`src/trs_consts.svh`:
```
// Timing, offset and command constants of the timing/reset/step block.
// Assumes inclusion by bare name from the block's design files.
`ifndef TRS_CONSTS_SVH
`define TRS_CONSTS_SVH

`define TRS_OSC_DIV        2'd3
`define TRS_DIV_LAST       2'd2
`define TRS_STATES         3'd5
`define TRS_STATE_LAST     3'd4
`define TRS_STATE_FETCH    3'd0
`define TRS_STATE_PC       3'd1
`define TRS_RESET_CYCLES   5
`define TRS_REF_PERIOD_NS  50
`define TRS_INT_ROM_WORDS  12'h400

`define TRS_REG_CMD        4'h0
`define TRS_REG_STATUS     4'h4
`define TRS_REG_CONFIG     4'h8

`define TRS_CMD_CLK_OUT    5'h01
`define TRS_CMD_EN_XI      5'h02
`define TRS_CMD_DIS_XI     5'h03
`define TRS_CMD_EN_TI      5'h04
`define TRS_CMD_DIS_TI     5'h05
`define TRS_CMD_START_TMR  5'h06
`define TRS_CMD_START_CNT  5'h07
`define TRS_CMD_STOP       5'h08
`define TRS_CMD_CLR_F0     5'h09
`define TRS_CMD_CPL_F0     5'h0a
`define TRS_CMD_CLR_F1     5'h0b
`define TRS_CMD_CPL_F1     5'h0c
`define TRS_CMD_RB0        5'h0d
`define TRS_CMD_RB1        5'h0e
`define TRS_CMD_TEST_TF    5'h0f
`define TRS_CMD_MB0        5'h10
`define TRS_CMD_MB1        5'h11

`endif

```
`src/trs_pkg.sv`:
```
// Types shared by the timing/reset/step block.
// Assumes trs_consts.svh holds the numeric constants.
package trs_pkg;
  typedef enum logic {TRS_RUN, TRS_HALT} trs_step_state_t;
  typedef logic [2:0]  trs_state_idx_t;
  typedef logic [11:0] trs_addr_t;
  typedef logic [7:0]  trs_data_t;
  typedef logic [3:0]  trs_reg_addr_t;
  typedef logic [4:0]  trs_cmd_t;
endpackage

```
`src/trs_timing_if.sv`:
```
// Carrier for state timing between divider and step control.
// Assumes one clock domain, ref_clk_i.
`timescale 1ns/1ps
`default_nettype none
interface trs_timing_if;
  import trs_pkg::*;
  logic           state_en;
  trs_state_idx_t state_idx;
  logic           cycle_end;
  logic           hold;
  modport gen  (output state_en, state_idx, cycle_end, input hold);
  modport sink (input state_en, state_idx, cycle_end, output hold);
endinterface
`default_nettype wire

```
`src/trs_clock_div.sv`:
```
// Divides the reference into state enables and a five-state cycle.
// Assumes ref_clk_i is the oscillator output; hold freezes state S1.
`timescale 1ns/1ps
`default_nettype none
`include "trs_consts.svh"
module trs_clock_div (
  input  wire logic ref_clk_i,
  input  wire logic reset_i,
  output var  logic state_clk_o,
  trs_timing_if.gen tim
);
  import trs_pkg::*;
  logic [1:0]     div_r;
  trs_state_idx_t idx_r;
  logic           wrap_div;
  logic           wrap_idx;

  assign wrap_div      = (div_r == `TRS_DIV_LAST);
  assign wrap_idx      = (idx_r == `TRS_STATE_LAST);
  assign tim.state_en  = wrap_div;
  assign tim.state_idx = idx_r;
  assign tim.cycle_end = wrap_div & wrap_idx;

  always_ff @(posedge ref_clk_i or posedge reset_i) begin
    if (reset_i) begin
      div_r       <= 2'h0;
      state_clk_o <= 1'b0;
    end else begin
      div_r       <= wrap_div ? 2'h0 : div_r + 2'h1;
      state_clk_o <= wrap_div;
    end
  end

  always_ff @(posedge ref_clk_i or posedge reset_i) begin
    if (reset_i) begin
      idx_r <= 3'h0;
    end else if (wrap_div) begin
      if (wrap_idx)
        idx_r <= 3'h0;
      else if (!(tim.hold && idx_r == `TRS_STATE_FETCH))
        idx_r <= idx_r + 3'h1;
    end
  end

  AST_DIV_THREE:
    assert property (@(posedge ref_clk_i) disable iff (reset_i)
    tim.state_en |=> !tim.state_en ##1 !tim.state_en ##1 tim.state_en)
    else $error("state enable not every third reference cycle");
  AST_FIVE_STATES:
    assert property (@(posedge ref_clk_i) disable iff (reset_i)
    (tim.state_en && idx_r == 3'h0 && !tim.hold) |-> ##12
    (tim.state_en && idx_r == 3'h4))
    else $error("machine cycle is not five states");
endmodule // trs_clock_div
`default_nettype wire

```
`src/trs_step_ctl.sv`:
```
// Single-step halt control at instruction boundaries.
// Assumes step request is already synchronised to ref_clk_i.
`timescale 1ns/1ps
`default_nettype none
`include "trs_consts.svh"
module trs_step_ctl (
  input  wire logic ref_clk_i,
  input  wire logic reset_i,
  input  wire logic core_rst_i,
  input  wire logic step_req_n_i,
  input  wire logic last_cycle_i,
  output var  logic halted_o,
  trs_timing_if.sink tim
);
  import trs_pkg::*;
  trs_step_state_t st_r;
  trs_step_state_t st_nxt;
  logic            stop_now;
  logic            resume_now;

  // Stop only after the last cycle of the running instruction
  assign stop_now   = tim.cycle_end & last_cycle_i & ~step_req_n_i;
  assign resume_now = tim.state_en & step_req_n_i;
  assign tim.hold   = (st_r == TRS_HALT);

  always_comb begin
    st_nxt = st_r;
    case (st_r)
      TRS_RUN:  if (stop_now) st_nxt = TRS_HALT;
      TRS_HALT: if (resume_now) st_nxt = TRS_RUN;
      default:  st_nxt = TRS_RUN;
    endcase
    if (core_rst_i)
      st_nxt = TRS_RUN;
  end

  always_ff @(posedge ref_clk_i or posedge reset_i) begin
    if (reset_i) begin
      st_r     <= TRS_RUN;
      halted_o <= 1'b0;
    end else begin
      st_r     <= st_nxt;
      halted_o <= (st_nxt == TRS_HALT);
    end
  end

  AST_HALT_ENTRY:
    assert property (@(posedge ref_clk_i) disable iff (reset_i)
    (st_r == TRS_RUN && stop_now && !core_rst_i) |=> halted_o)
    else $error("no halt after last cycle with step request low");
endmodule // trs_step_ctl
`default_nettype wire

```
`src/trs_top.sv`:
```
// Timing, reset initialisation, single-step and fetch-select block.
// Assumes core logic on ref_clk_i; reset pin, step request and fetch
// select arrive from outside and are synchronised here.
`timescale 1ns/1ps
`default_nettype none
`include "trs_consts.svh"

module trs_top #(
  parameter trs_pkg::trs_addr_t INT_ROM_WORDS = `TRS_INT_ROM_WORDS
) (
  input  wire logic                   ref_clk_i,
  input  wire logic                   reset_i,
  input  wire logic                   reset_pin_n_i,
  input  wire logic                   step_req_n_i,
  input  wire logic                   external_fetch_select_i,
  input  wire logic                   last_cycle_i,
  input  wire trs_pkg::trs_addr_t     next_addr_i,
  input  wire logic                   timer_overflow_i,
  input  wire trs_pkg::trs_reg_addr_t reg_addr_i,
  input  wire trs_pkg::trs_data_t     reg_wdata_i,
  input  wire logic                   reg_we_i,
  input  wire logic                   reg_re_i,
  output var  trs_pkg::trs_data_t     reg_rdata_o,
  output var  logic                   cycle_strobe_o,
  output var  logic                   first_test_pin_o,
  output var  logic                   first_test_pin_oe_n_o,
  output var  trs_pkg::trs_state_idx_t state_idx_o,
  output var  logic                   core_init_o,
  output var  trs_pkg::trs_data_t     bus_o,
  output var  logic                   bus_oe_n_o,
  output var  logic [3:0]             p2_low_o,
  output var  logic                   p2_low_oe_n_o,
  output var  logic                   port_input_mode_o,
  output var  logic                   ram_access_en_o,
  output var  logic                   ext_fetch_o,
  output var  logic                   halted_o,
  output var  logic                   timer_run_o,
  output var  logic                   timer_count_mode_o,
  output var  logic                   timer_int_en_o,
  output var  logic                   ext_int_en_o,
  output var  logic                   timer_ovf_flag_o,
  output var  logic                   user_flag_zero_o,
  output var  logic                   user_flag_one_o,
  output var  logic                   reg_bank_o,
  output var  logic                   mem_bank_o
);
  import trs_pkg::*;

  trs_timing_if tim ();

  // Pin synchronisers: reset pin, step request, fetch select
  logic [2:0] sync1_r;
  logic [2:0] sync2_r;
  logic       rst_pin_s;
  logic       step_n_s;
  logic       ext_sel_s;
  logic       core_rst;
  logic       state_clk;
  logic       halted;

  always_ff @(posedge ref_clk_i or posedge reset_i) begin
    if (reset_i) begin
      sync1_r <= 3'h2;
      sync2_r <= 3'h2;
    end else begin
      sync1_r <= {external_fetch_select_i, step_req_n_i, reset_pin_n_i};
      sync2_r <= sync1_r;
    end
  end

  assign rst_pin_s = sync2_r[0];
  assign step_n_s  = sync2_r[1];
  assign ext_sel_s = sync2_r[2];
  // Initialisation is applied on every cycle the pin is low
  assign core_rst  = ~rst_pin_s;

  trs_clock_div u_div (
    .ref_clk_i   (ref_clk_i),
    .reset_i     (reset_i),
    .state_clk_o (state_clk),
    .tim         (tim.gen)
  );

  trs_step_ctl u_step (
    .ref_clk_i    (ref_clk_i),
    .reset_i      (reset_i),
    .core_rst_i   (core_rst),
    .step_req_n_i (step_n_s),
    .last_cycle_i (last_cycle_i),
    .halted_o     (halted),
    .tim          (tim.sink)
  );

  assign state_idx_o = tim.state_idx;
  assign halted_o    = halted;

  // Command decode from the register port
  function automatic logic cmd_is(input trs_cmd_t code);
    cmd_is = reg_we_i && (reg_addr_i == `TRS_REG_CMD) &&
             (reg_wdata_i[4:0] == code);
  endfunction

  logic clk_out_en_r;
  logic clk_out_en_nxt;
  logic tf_nxt;
  logic xi_nxt;
  logic ti_nxt;
  logic run_nxt;
  logic cnt_nxt;
  logic f0_nxt;
  logic f1_nxt;
  logic rb_nxt;
  logic mb_nxt;

  assign clk_out_en_nxt = core_rst ? 1'b0 :
                          (cmd_is(`TRS_CMD_CLK_OUT) | clk_out_en_r);
  // Overflow that lands with the test-and-clear still sets the flag
  assign tf_nxt  = core_rst ? 1'b0 :
                   (timer_overflow_i |
                    (timer_ovf_flag_o & ~cmd_is(`TRS_CMD_TEST_TF)));
  assign xi_nxt  = core_rst ? 1'b0 :
                   cmd_is(`TRS_CMD_EN_XI) ? 1'b1 :
                   cmd_is(`TRS_CMD_DIS_XI) ? 1'b0 : ext_int_en_o;
  assign ti_nxt  = core_rst ? 1'b0 :
                   cmd_is(`TRS_CMD_EN_TI) ? 1'b1 :
                   cmd_is(`TRS_CMD_DIS_TI) ? 1'b0 : timer_int_en_o;
  assign run_nxt = core_rst ? 1'b0 :
                   (cmd_is(`TRS_CMD_START_TMR) |
                    cmd_is(`TRS_CMD_START_CNT)) ? 1'b1 :
                   cmd_is(`TRS_CMD_STOP) ? 1'b0 : timer_run_o;
  assign cnt_nxt = cmd_is(`TRS_CMD_START_CNT) ? 1'b1 :
                   cmd_is(`TRS_CMD_START_TMR) ? 1'b0 : timer_count_mode_o;
  assign f0_nxt  = core_rst ? 1'b0 :
                   cmd_is(`TRS_CMD_CLR_F0) ? 1'b0 :
                   cmd_is(`TRS_CMD_CPL_F0) ? ~user_flag_zero_o :
                   user_flag_zero_o;
  assign f1_nxt  = core_rst ? 1'b0 :
                   cmd_is(`TRS_CMD_CLR_F1) ? 1'b0 :
                   cmd_is(`TRS_CMD_CPL_F1) ? ~user_flag_one_o :
                   user_flag_one_o;
  assign rb_nxt  = core_rst ? 1'b0 :
                   cmd_is(`TRS_CMD_RB1) ? 1'b1 :
                   cmd_is(`TRS_CMD_RB0) ? 1'b0 : reg_bank_o;
  assign mb_nxt  = core_rst ? 1'b0 :
                   cmd_is(`TRS_CMD_MB1) ? 1'b1 :
                   cmd_is(`TRS_CMD_MB0) ? 1'b0 : mem_bank_o;

  always_ff @(posedge ref_clk_i or posedge reset_i) begin
    if (reset_i) begin
      clk_out_en_r       <= 1'b0;
      timer_ovf_flag_o   <= 1'b0;
      ext_int_en_o       <= 1'b0;
      timer_int_en_o     <= 1'b0;
      timer_run_o        <= 1'b0;
      timer_count_mode_o <= 1'b0;
      user_flag_zero_o   <= 1'b0;
      user_flag_one_o    <= 1'b0;
      reg_bank_o         <= 1'b0;
      mem_bank_o         <= 1'b0;
    end else begin
      clk_out_en_r       <= clk_out_en_nxt;
      timer_ovf_flag_o   <= tf_nxt;
      ext_int_en_o       <= xi_nxt;
      timer_int_en_o     <= ti_nxt;
      timer_run_o        <= run_nxt;
      timer_count_mode_o <= cnt_nxt;
      user_flag_zero_o   <= f0_nxt;
      user_flag_one_o    <= f1_nxt;
      reg_bank_o         <= rb_nxt;
      mem_bank_o         <= mb_nxt;
    end
  end

  // Fetch routing, strobe, pins and bus
  logic ext_fetch_nxt;
  logic addr_drive;
  logic bus_drive;

  assign ext_fetch_nxt = ext_sel_s | (next_addr_i >= INT_ROM_WORDS);
  // Address is placed on the bus in the program counter update state
  assign addr_drive = ext_fetch_o & ~core_rst &
                      (tim.state_idx == `TRS_STATE_PC);
  // Halt address overwrites whatever the bus buffer held
  assign bus_drive  = halted | addr_drive | (core_rst & ext_sel_s);

  always_ff @(posedge ref_clk_i or posedge reset_i) begin
    if (reset_i) begin
      cycle_strobe_o        <= 1'b0;
      first_test_pin_o      <= 1'b0;
      first_test_pin_oe_n_o <= 1'b1;
      core_init_o           <= 1'b1;
      ext_fetch_o           <= 1'b0;
      port_input_mode_o     <= 1'b1;
      ram_access_en_o       <= 1'b0;
    end else begin
      cycle_strobe_o <= halted | (tim.state_idx == `TRS_STATE_LAST);
      // Next value, so a reset turns the pin off at once
      first_test_pin_o      <= state_clk & clk_out_en_nxt;
      first_test_pin_oe_n_o <= ~clk_out_en_nxt;
      core_init_o           <= core_rst;
      ext_fetch_o           <= ext_fetch_nxt;
      port_input_mode_o     <= core_rst;
      ram_access_en_o       <= ~core_rst;
    end
  end

  always_ff @(posedge ref_clk_i or posedge reset_i) begin
    if (reset_i) begin
      bus_o         <= 8'h00;
      bus_oe_n_o    <= 1'b1;
      p2_low_o      <= 4'h0;
      p2_low_oe_n_o <= 1'b1;
    end else begin
      bus_o         <= core_rst ? 8'h00 : next_addr_i[7:0];
      bus_oe_n_o    <= ~bus_drive;
      p2_low_o      <= core_rst ? 4'h0 : next_addr_i[11:8];
      p2_low_oe_n_o <= ~bus_drive;
    end
  end

  // Register read port: data valid in the cycle after the strobe only
  trs_data_t status_w;
  trs_data_t config_w;
  trs_data_t rd_mux;

  assign status_w = {halted, ext_sel_s, clk_out_en_r, timer_ovf_flag_o,
                     user_flag_one_o, user_flag_zero_o, timer_run_o,
                     timer_int_en_o};
  assign config_w = {ext_int_en_o, timer_count_mode_o, reg_bank_o,
                     mem_bank_o, ext_fetch_o, tim.state_idx};
  assign rd_mux   = (reg_addr_i == `TRS_REG_STATUS) ? status_w :
                    (reg_addr_i == `TRS_REG_CONFIG) ? config_w : 8'h00;

  always_ff @(posedge ref_clk_i or posedge reset_i) begin
    if (reset_i)
      reg_rdata_o <= 8'h00;
    else
      reg_rdata_o <= reg_re_i ? rd_mux : 8'h00;
  end

  AST_CLK_OUT_OFF:
    assert property (@(posedge ref_clk_i) disable iff (reset_i)
    core_rst |=> first_test_pin_oe_n_o && !first_test_pin_o)
    else $error("state clock output not off under reset");
  AST_CLK_OUT_CMD:
    assert property (@(posedge ref_clk_i) disable iff (reset_i)
    (!clk_out_en_r && !cmd_is(`TRS_CMD_CLK_OUT)) |=> first_test_pin_oe_n_o)
    else $error("state clock driven without enable command");
  AST_STROBE_RUN:
    assert property (@(posedge ref_clk_i) disable iff (reset_i)
    (tim.cycle_end && !halted) |-> cycle_strobe_o ##1 cycle_strobe_o
    ##1 (!cycle_strobe_o || halted))
    else $error("cycle strobe missing in last state");
  AST_HALT_SHOW:
    assert property (@(posedge ref_clk_i) disable iff (reset_i)
    (halted && $past(halted)) |-> (cycle_strobe_o && !bus_oe_n_o &&
    !p2_low_oe_n_o && bus_o == $past(next_addr_i[7:0])))
    else $error("halt does not show strobe high and next address");
  AST_EXIT_LOW:
    assert property (@(posedge ref_clk_i) disable iff (reset_i)
    ($fell(halted) && !core_rst) |=> !cycle_strobe_o)
    else $error("strobe not low after leaving halt");
  AST_RAM_BLOCK:
    assert property (@(posedge ref_clk_i) disable iff (reset_i)
    core_rst |=> !ram_access_en_o)
    else $error("data RAM access open under reset");
  AST_RESET_STATE:
    assert property (@(posedge ref_clk_i) disable iff (reset_i)
    core_rst |=> (!timer_run_o && !timer_ovf_flag_o && !timer_int_en_o &&
    !ext_int_en_o && !user_flag_zero_o && !user_flag_one_o &&
    !reg_bank_o && !mem_bank_o && core_init_o))
    else $error("reset state not applied");
  AST_RESET_BUS:
    assert property (@(posedge ref_clk_i) disable iff (reset_i)
    (core_rst && !halted) |=> (bus_oe_n_o == !$past(ext_sel_s)) &&
    port_input_mode_o)
    else $error("bus or ports wrong under reset");
  AST_EXT_FETCH:
    assert property (@(posedge ref_clk_i) disable iff (reset_i)
    ext_sel_s |=> ext_fetch_o)
    else $error("fetch select high but fetch not external");
  AST_OVF_SET:
    assert property (@(posedge ref_clk_i) disable iff (reset_i)
    (timer_overflow_i && !core_rst) |=> timer_ovf_flag_o)
    else $error("timer overflow did not set its flag");
  AST_ADDR_PC:
    assert property (@(posedge ref_clk_i) disable iff (reset_i)
    (ext_fetch_o && !core_rst && tim.state_idx == `TRS_STATE_PC)
    |=> !bus_oe_n_o && !p2_low_oe_n_o)
    else $error("fetch address not driven in counter state");
endmodule // trs_top
`default_nettype wire

```
`config.mk`:
```
export PLATFORM = sky130hd
export DESIGN_NAME = trs_top
export DESIGN_NICKNAME = d
export VERILOG_FILES = /design/src/trs_pkg.sv /design/src/trs_timing_if.sv /design/src/trs_clock_div.sv /design/src/trs_step_ctl.sv /design/src/trs_top.sv
export VERILOG_INCLUDE_DIRS = /design/src
export SDC_FILE = /design/constraint.sdc
export NUM_CORES = 1
export LEC_CHECK = 0
export BUFFER_PORTS_ARGS = -buffer_cell sky130_fd_sc_hd__clkbuf_2
export CAP_MARGIN = 20
export CORE_ASPECT_RATIO = 2
export CORE_MARGIN = 1.5
export CORE_UTILIZATION = 42
export DETAILED_ROUTE_END_ITERATION = 7
export PLACE_DENSITY = 0.7
export SYNTH_ARGS = -nofsm -noshare
export SYNTH_HDL_FRONTEND = slang
export SYNTH_SLANG_ARGS = --single-unit
```
`constraint.sdc`:
```
create_clock -name ref_clk_i -period 2.4 [get_ports ref_clk_i]
set_clock_uncertainty 0.2 [all_clocks]
set_input_delay 0.6 -clock ref_clk_i [delete_from_list [all_inputs] [get_ports ref_clk_i]]
set_output_delay 0.6 -clock ref_clk_i [all_outputs]
set_load 0.03 [all_outputs]
```
==> out/qor.yml, run 1 <==
status:
  status: "complete, no violations"
clock_network:
  bufs_on_longest_clock_path: 2
  cts_resized: 0
  tritoncts: "done"
  numClockSinks: 50
  cts.hold.buffers_added: 0
  htree_levels: 2
  clock_latency_ns: 0.30
  clock_tree_root_driver_cell: "clkbuf_8"
  cts_inserted_buffers: 5
  clk_transition_reported_paths_ns: 0.09
  cts_setup_buffers: 0
placement:
  detailed_place.area_um2: 2484
  routabilityCongestion: 0.8275
  place.port_buffers: 71
  half_perimeter_wire_length_after_placement_um: 3525
  place_ws_ns: 0.09174
global_routing:
  groute.layer.met3.usage_pct: 3.801
  busiest_layer: "met2"
  number_of_global_route_vias_before_repair: 1520
  groute.usage.overall_pct: 17.77
  grt_antenna_before_repair: 0
  globalRouteOverflowTotal: 0
  globalRouteMet2Util_pct: 32.69
  global_route_wire_length_before_repair_um: 7065
  grtUsageMet1_pct: 18.79
  largest_net_degree_at_the_start_of_global_routing: 27
worst_setup_path:
  cp.arrival_ns: 1.97
  critical_path_required_ns: 2.38
  crit_fanout: 11
  setup.worst_path.start_class: "primary input"
  worst-r2r-setup-slack_ns: 0.90
  r2r_cells: 3
  path_class: "in -> reg"
  setup.worst_path.end_class: "register"
finish:
  area_growth_syn_to_layout_pct: 26.15
  drive_gt1_share_pct: 40.34
  fillers: 446
  antenna_cells: 0
  layout.core_utilization_pct: 56.04
  nets: 273
  fin_area_um2: 2601
timing:
  totalNegativeSetupSlack_ns: 0
  hold_ws_ns: 0.1102
  final_min_period_over_clock_period_pct: 82.76
  timing_hold_violations_final: 0
  finalMaxSlewViolations: 0
  rsz_0062_raised_after_global_routing: "false"
  worst_slew_margin_pct: 65.61
  final-setup-viol-count: 0
  worstMarginPinSlew_ns: 0.5152
  layout_min_cycle_time_ns: 1.986
  fmaxAchievable_mhz: 503.5
  final.setup.worst_slack_ns: 0.4138
floorplanning:
  top_level_ports: 75
  initial_core_util_pct: 44.42
  core-area_um2: 4642
  die-area_um2: 5364
  die_x_um: 52.55
  placement_rows: 35
  floorplan.die.height_um: 102.1
yosys:
  top_reg_cell_synth: "dfrtp_1"
  yosys.cell_count.top_type: "dfrtp_1"
  synth_edf_count: 0
  syn_avg_cell_area_um2: 12.65
  mapped_cell_area_um2: 2062
  synth_largest_area_cell: "dfrtp_1"
  yosys-top-cells-count: "45 x dfrtp_1, 13 x nor2b_1, 12 x and2_1"
  synth-async-reset-ratio_pct: 100.0
  ys_seq_elements: 50
  synth.net_count: 199
  synth.yosys.warnings: 0
  yosys.cell_types.count: 41
  syn_inst: 163
  yosys-top-cells-area: "dfrtp_1 55%, dfstp_2 6.4%, nor2b_1 3.9%"
  synth-seq-area-share_pct: 60.98
  synth_top_area_share_pct: 54.61
job:
  cap_viol_max_count: 0
route:
  drt.antenna.violating_nets: 0
  routed_wirelength_um: 4346
  first_pass_iters: 4
  routed_via_density: 5.218
  remaining_drc_errors: 0
  detailroute.via_count: 1529
  post_drt_wl_per_cell_um: 14.83
  drt_iter0_drc: 16
power_and_ir_drop:
  power-per-cell-area_nw_per_um2: 730.5
  irDropWorstVdd_v: 0.0005574
  power.static_leakage_nw: 1.256
worst_hold_path:
  hp-class: "in -> async"
[layout by cell type, fill, tap and decap left out, types with 2 or more instances in the layout]
master	count
clkbuf_2	71
dfrtp_1	45
nor2b_1	13
and2_1	12
nand2_1	8
a22oi_1	8
nor2_1	6
nor4b_2	5
clkbuf_8	5
dfstp_2	5
o21a_1	4
inv_1	4
o21ai_0	4
mux2i_1	3
nand2b_1	3
nand3_1	3
ha_1	3
buf_4	3
nor4b_1	2
o31a_1	2
a21o_1	2
a41oi_1	2
a211oi_1	2
[report_power, final]
group	internal (mW)	switching [mW]	total, mW	leakage, nW
sequential	0.901	0.0578	0.959	0.641
clock	0.317	0.273	0.590	0.0563
combinational	0.116	0.235	0.351	0.559
total	1.33	0.565	1.90	1.26
[cells by family (layout without fill, tap and decap cells)]
| family | Yosys count | count (layout) | synth area share (%) |
|---|---|---|---|
| AO/OA/AOI/OAI | 31 | 31 | 11.35 |
| adder cells (fa/ha/maj) | 3 | 3 | 1.821 |
| buffers and inverters | 13 | 88 | 3.095 |
| flip-flops | 50 | 50 | 60.98 |
| multiplexers | 4 | 4 | 2.002 |
| AND/OR/NAND/NOR | 62 | 62 | 20.75 |
[routing by layer]
layer	wire length, um	vias up
met4	108	0
li1	-	722
met5	0	-
met3	239	7
met1	1480	746
met2	2516	54
[flip-flops by register name (all words and copies together) (netlist names), 2 cells and up]
register	flops
u_div.div_r	2
p2_low_o	4
sync2_r	3
u_div.tim.state_idx	3
bus_o	8
sync1_r	3
reg_rdata_o	8
[area by class of cell]
cell class	count	area (um^2)	share of cell area [%]
repair buffers	75	397.9	15.30
inverters	5	18.77	0.7215
well taps	55	68.82	2.646
multi-input cells	100	740.7	28.48
clock inverters	3	48.80	1.876
clock buffers	5	68.82	2.646
flip-flops and latches	50	1257	48.34
[metrics by stage]
stage          instances  power (mW)
2_1_floorplan        163       1.203
3_3_place_gp         285       1.325
3_5_place_dp         285       1.331
4_1_cts              293       1.927
5_1_grt              293       1.990
6_report             293       1.900
[critical path, cell delays in order]
cell      delay, ns
clkbuf_2       0.11
or4_4          0.64
nor4_4         0.27
mux2_1         0.35
[worst paths after layout]
kind / from / end
setup / recovery: reg_addr_i[2] / timer_count_mode_o
hold / removal: reset_i / p2_low_o[0]
setup reg to reg: u_div.div_r[0] / u_div.tim.state_idx[2]
hold reg to reg: sync1_r[0] / sync2_r[0]
max in group asynchronous: reset_i / sync1_r[1]
min in group ref_clk_i: sync1_r[0] / sync2_r[0]
No activity file was read; power rests on OpenSTA's default activity.
==> run 2, diff against run 1 <==
--- a/config.mk
+++ b/config.mk
@@ -12,7 +12,7 @@
 export CORE_MARGIN = 1.5
 export CORE_UTILIZATION = 42
 export DETAILED_ROUTE_END_ITERATION = 7
-export PLACE_DENSITY = 0.7
+export PLACE_DENSITY = 0.72
 export SYNTH_ARGS = -nofsm -noshare
 export SYNTH_HDL_FRONTEND = slang
 export SYNTH_SLANG_ARGS = --single-unit
==> constraint.sdc (replaced) <==
create_clock -name ref_clk_i -period 1.7 [get_ports ref_clk_i]
set_clock_uncertainty 0.2 [all_clocks]
set_input_delay 0.425 -clock ref_clk_i [delete_from_list [all_inputs] [get_ports ref_clk_i]]
set_output_delay 0.425 -clock ref_clk_i [all_outputs]
set_load 0.03 [all_outputs]
==> out/qor.yml, run 2 (synthesis gave the netlist of run 1 again) <==
worst_setup_path:
  setup.worst_path.start_class: "primary input"
  worst-r2r-setup-slack_ns: 0.16  # -0.74 ns
  worstPathCellList: "clkbuf_2 -> or4_4 -> nor4_4 -> mux2_1"
  critical_path_required_ns: 1.68  # -0.70 ns
  path_buf_inv: 1  # unchanged
  cp.arrival_ns: 1.69  # -0.28 ns
  r2r_end: "u_div.tim.state_idx[0]"
  slowest_delay_ns: 0.61  # -0.03 ns
  setup.worst_path.end_class: "register"
  cpLargestDelayFamily: "simple AND/OR/NAND/NOR gates"
  crit_cells: 4  # unchanged
  crit_fanout: 6  # -5
  r2r_cells: 5  # +2
  crit-reg2reg-launch: "u_div.tim.state_idx[0]"
  crit_start: "reg_addr_i[2]"
  path_class: "in -> reg"
  crit_path_top_delay_cell: "or4_4"
timing:
  rsz_0062_raised_after_global_routing: "true"
  layout_min_cycle_time_ns: 1.705
  finalMaxSlewViolations: 0  # unchanged
  final.setup.worst_slack_ns: -0.004595  # -0.4184 ns
  timing_hold_violations_final: 0  # unchanged
  worstMarginPinSlew_ns: 0.3447  # -0.1705 ns
  final-setup-viol-count: 1  # +1
  final_min_period_over_clock_period_pct: 100.3
  worst_slew_margin_pct: 76.95  # +11 points
  fmaxAchievable_mhz: 586.7
power_and_ir_drop:
  power_frac_comb_pct: 20.5  # +2.0 points
  irDropWorstVdd_v: 0.0008475  # +52%
  net-switching-power_mw: 0.7747  # +37%
  part_of_the_total_power_dissipated_in_sequential_elements_pct: 52.9  # +2.4 points
  power.internal_mw: 1.787  # +34%
  totalPowerFinal_mw: 2.561  # +35%
  pwr-share-clk_pct: 26.5  # -4.6 points
  power-per-cell-area_nw_per_um2: 948.1  # +30%
  power.static_leakage_nw: 1.311  # +4.4%
  switching_part_of_the_total_pct: 30.25  # +0.50 points
finish:
  commonest_cells_after_routing_fill_and_taps_aside: "70 x clkbuf_2, 44 x dfrtp_1, 15 x buf_4, 13 x nor2b_1, 12 x and2_1"
  antenna_cells: 0  # unchanged
  area_growth_syn_to_layout_pct: 31.01
  top_regs: "bus_o (8), reg_rdata_o (8), p2_low_o (4)"
  multi_input_area_um2: 752.0  # +1.5%
  drive_gt1_share_pct: 43.08  # +2.7 points
  fillers: 435  # -2.5%
  nets: 288  # +5.5%
  register_area_um2: 1259  # about the same
  mostFrequentLayoutCell: "clkbuf_2"
  fin_area_um2: 2701  # +3.8%
route:
  drt.antenna.violating_nets: 0  # unchanged
  remaining_drc_errors: 0  # unchanged
  first_pass_iters: 4  # unchanged
  routed_wirelength_um: 4682  # +7.7%
  drt_iter0_drc: 32  # +16
  post_drt_wl_per_cell_um: 15.20  # +2.5%
  routed_via_density: 5.205  # -0.27%
  detailroute.via_count: 1603  # +4.8%
job:
  cap_viol_max_count: 0  # unchanged
placement:
  routabilityCongestion: 0.7814  # -5.6%
  detailed_place.area_um2: 2577  # +3.8%
  half_perimeter_wire_length_after_placement_um: 3476  # -1.4%
  place.port_buffers: 71  # unchanged
floorplanning:
  placement_rows: 35  # unchanged
  top_level_ports: 75  # unchanged
  die_x_um: 52.55  # unchanged
  core-area_um2: 4642  # unchanged
  initial_core_util_pct: 44.42  # unchanged
  die-area_um2: 5364  # unchanged
  floorplan.die.height_um: 102.1  # unchanged
global_routing:
  global_route_wire_length_before_repair_um: 7182  # +1.7%
  number_of_global_route_vias_before_repair: 1579  # +3.9%
  groute.usage.overall_pct: 18.20  # +0.43 points
  globalRouteOverflowTotal: 0  # unchanged
  largest_net_degree_at_the_start_of_global_routing: 38  # +41%
  grt_antenna_before_repair: 0  # unchanged
worst_hold_path:
  worstHoldStart: "reset_pin_n_i"
  whs_endpoint: "sync1_r[0]"
  hp-class: "in -> reg"
  hold-path-cell-count: 1
clock_network:
  clk_transition_reported_paths_ns: 0.08  # about the same
  numClockSinks: 50  # unchanged
  cts_inserted_buffers: 5  # unchanged
  cts_setup_buffers: 0  # unchanged
  clock_latency_ns: 0.29  # about the same
  tritoncts: "done"
  bufs_on_longest_clock_path: 2  # unchanged
  htree_levels: 2  # unchanged
  clock_tree_root_driver_cell: "clkbuf_8"
status:
  violations: "negative setup slack"
  status: "complete, but fails checks"
[run 2: worst reg2reg max path: cells and delay by family (launching register included)]
kind,cells,cell delay (ns)
DFF,1,0.45
AOI/OAI and AO/OA,2,0.35
adders and majority gates,1,0.24
buffers and inverters,1,0.12
and+or+nand+nor,1,0.09
[run 2: cell type report]
cell class	count	area share, %
Sequential cell	50	46.60
Clock inverter	1	0.1853
Clock buffer	7	3.196
Multi-Input combinational cell	101	27.84
Timing Repair Buffer	89	18.81
Inverter	5	0.8337
Tap cell	55	2.547
[run 2: worst max-delay path by stage]
| stage | endpoint | slack (ns) |
|---|---|---|
| finish | timer_count_mode_o | -0.005 |
| global placement | timer_count_mode_o | -0.30 |
| global route | timer_count_mode_o | -0.04 |
| floorplan | timer_count_mode_o | -0.20 |
| detailed placement | timer_count_mode_o | -0.34 |
| CTS | timer_count_mode_o | -0.02 |
[run 2: metal layers]
metal	up-vias	routed length, um	GRT usage, %
met1	785	1649	19.11
met2	56	2674	33.37
li1	755	-	-
met3	7	260	4.386
met4	0	99	7.298
met5	-	0	0
[run 2: power by group through the flow]
stage | combinational, mW | sequential (mW) | clock (mW)
final | 0.525 | 1.36 | 0.680
after global placement | 0.514 | 1.37 | 0
after detailed placement | 0.522 | 1.38 | 0
after global routing | 0.574 | 1.37 | 0.750
after CTS | 0.527 | 1.35 | 0.708
after floorplan | 0.197 | 1.50 | 0
[run 2: stage by stage]
step / setup slack, ns / setup TNS, ns / instances / utilization, % / hold WS (ns)
4_1_cts: -0.01687 / -0.01687 / 307 / 57.92 / 0.02146
3_3_place_gp: -0.2992 / -1.868 / 297 / 55.53 / 0.1330
5_1_grt: -0.04282 / -0.04282 / 308 / 58.19 / 0.01317
2_1_floorplan: -0.2044 / -1.326 / 163 / - / 0.1312
3_5_place_dp: -0.3357 / -2.114 / 297 / 55.53 / 0.1395
6_report: -0.004595 / -0.004595 / 308 / 58.19 / 0.02969
[run 2: repair_timing]
item | in CTS | in global routing
endpoints found under the hold margin | 13 | 0
hold buffers | 2 | 0
cloned | 0 | 1
endpoints found under the setup margin | 1 | 4
gates resized for setup | 0 | 3
pin swaps | 1 | 1
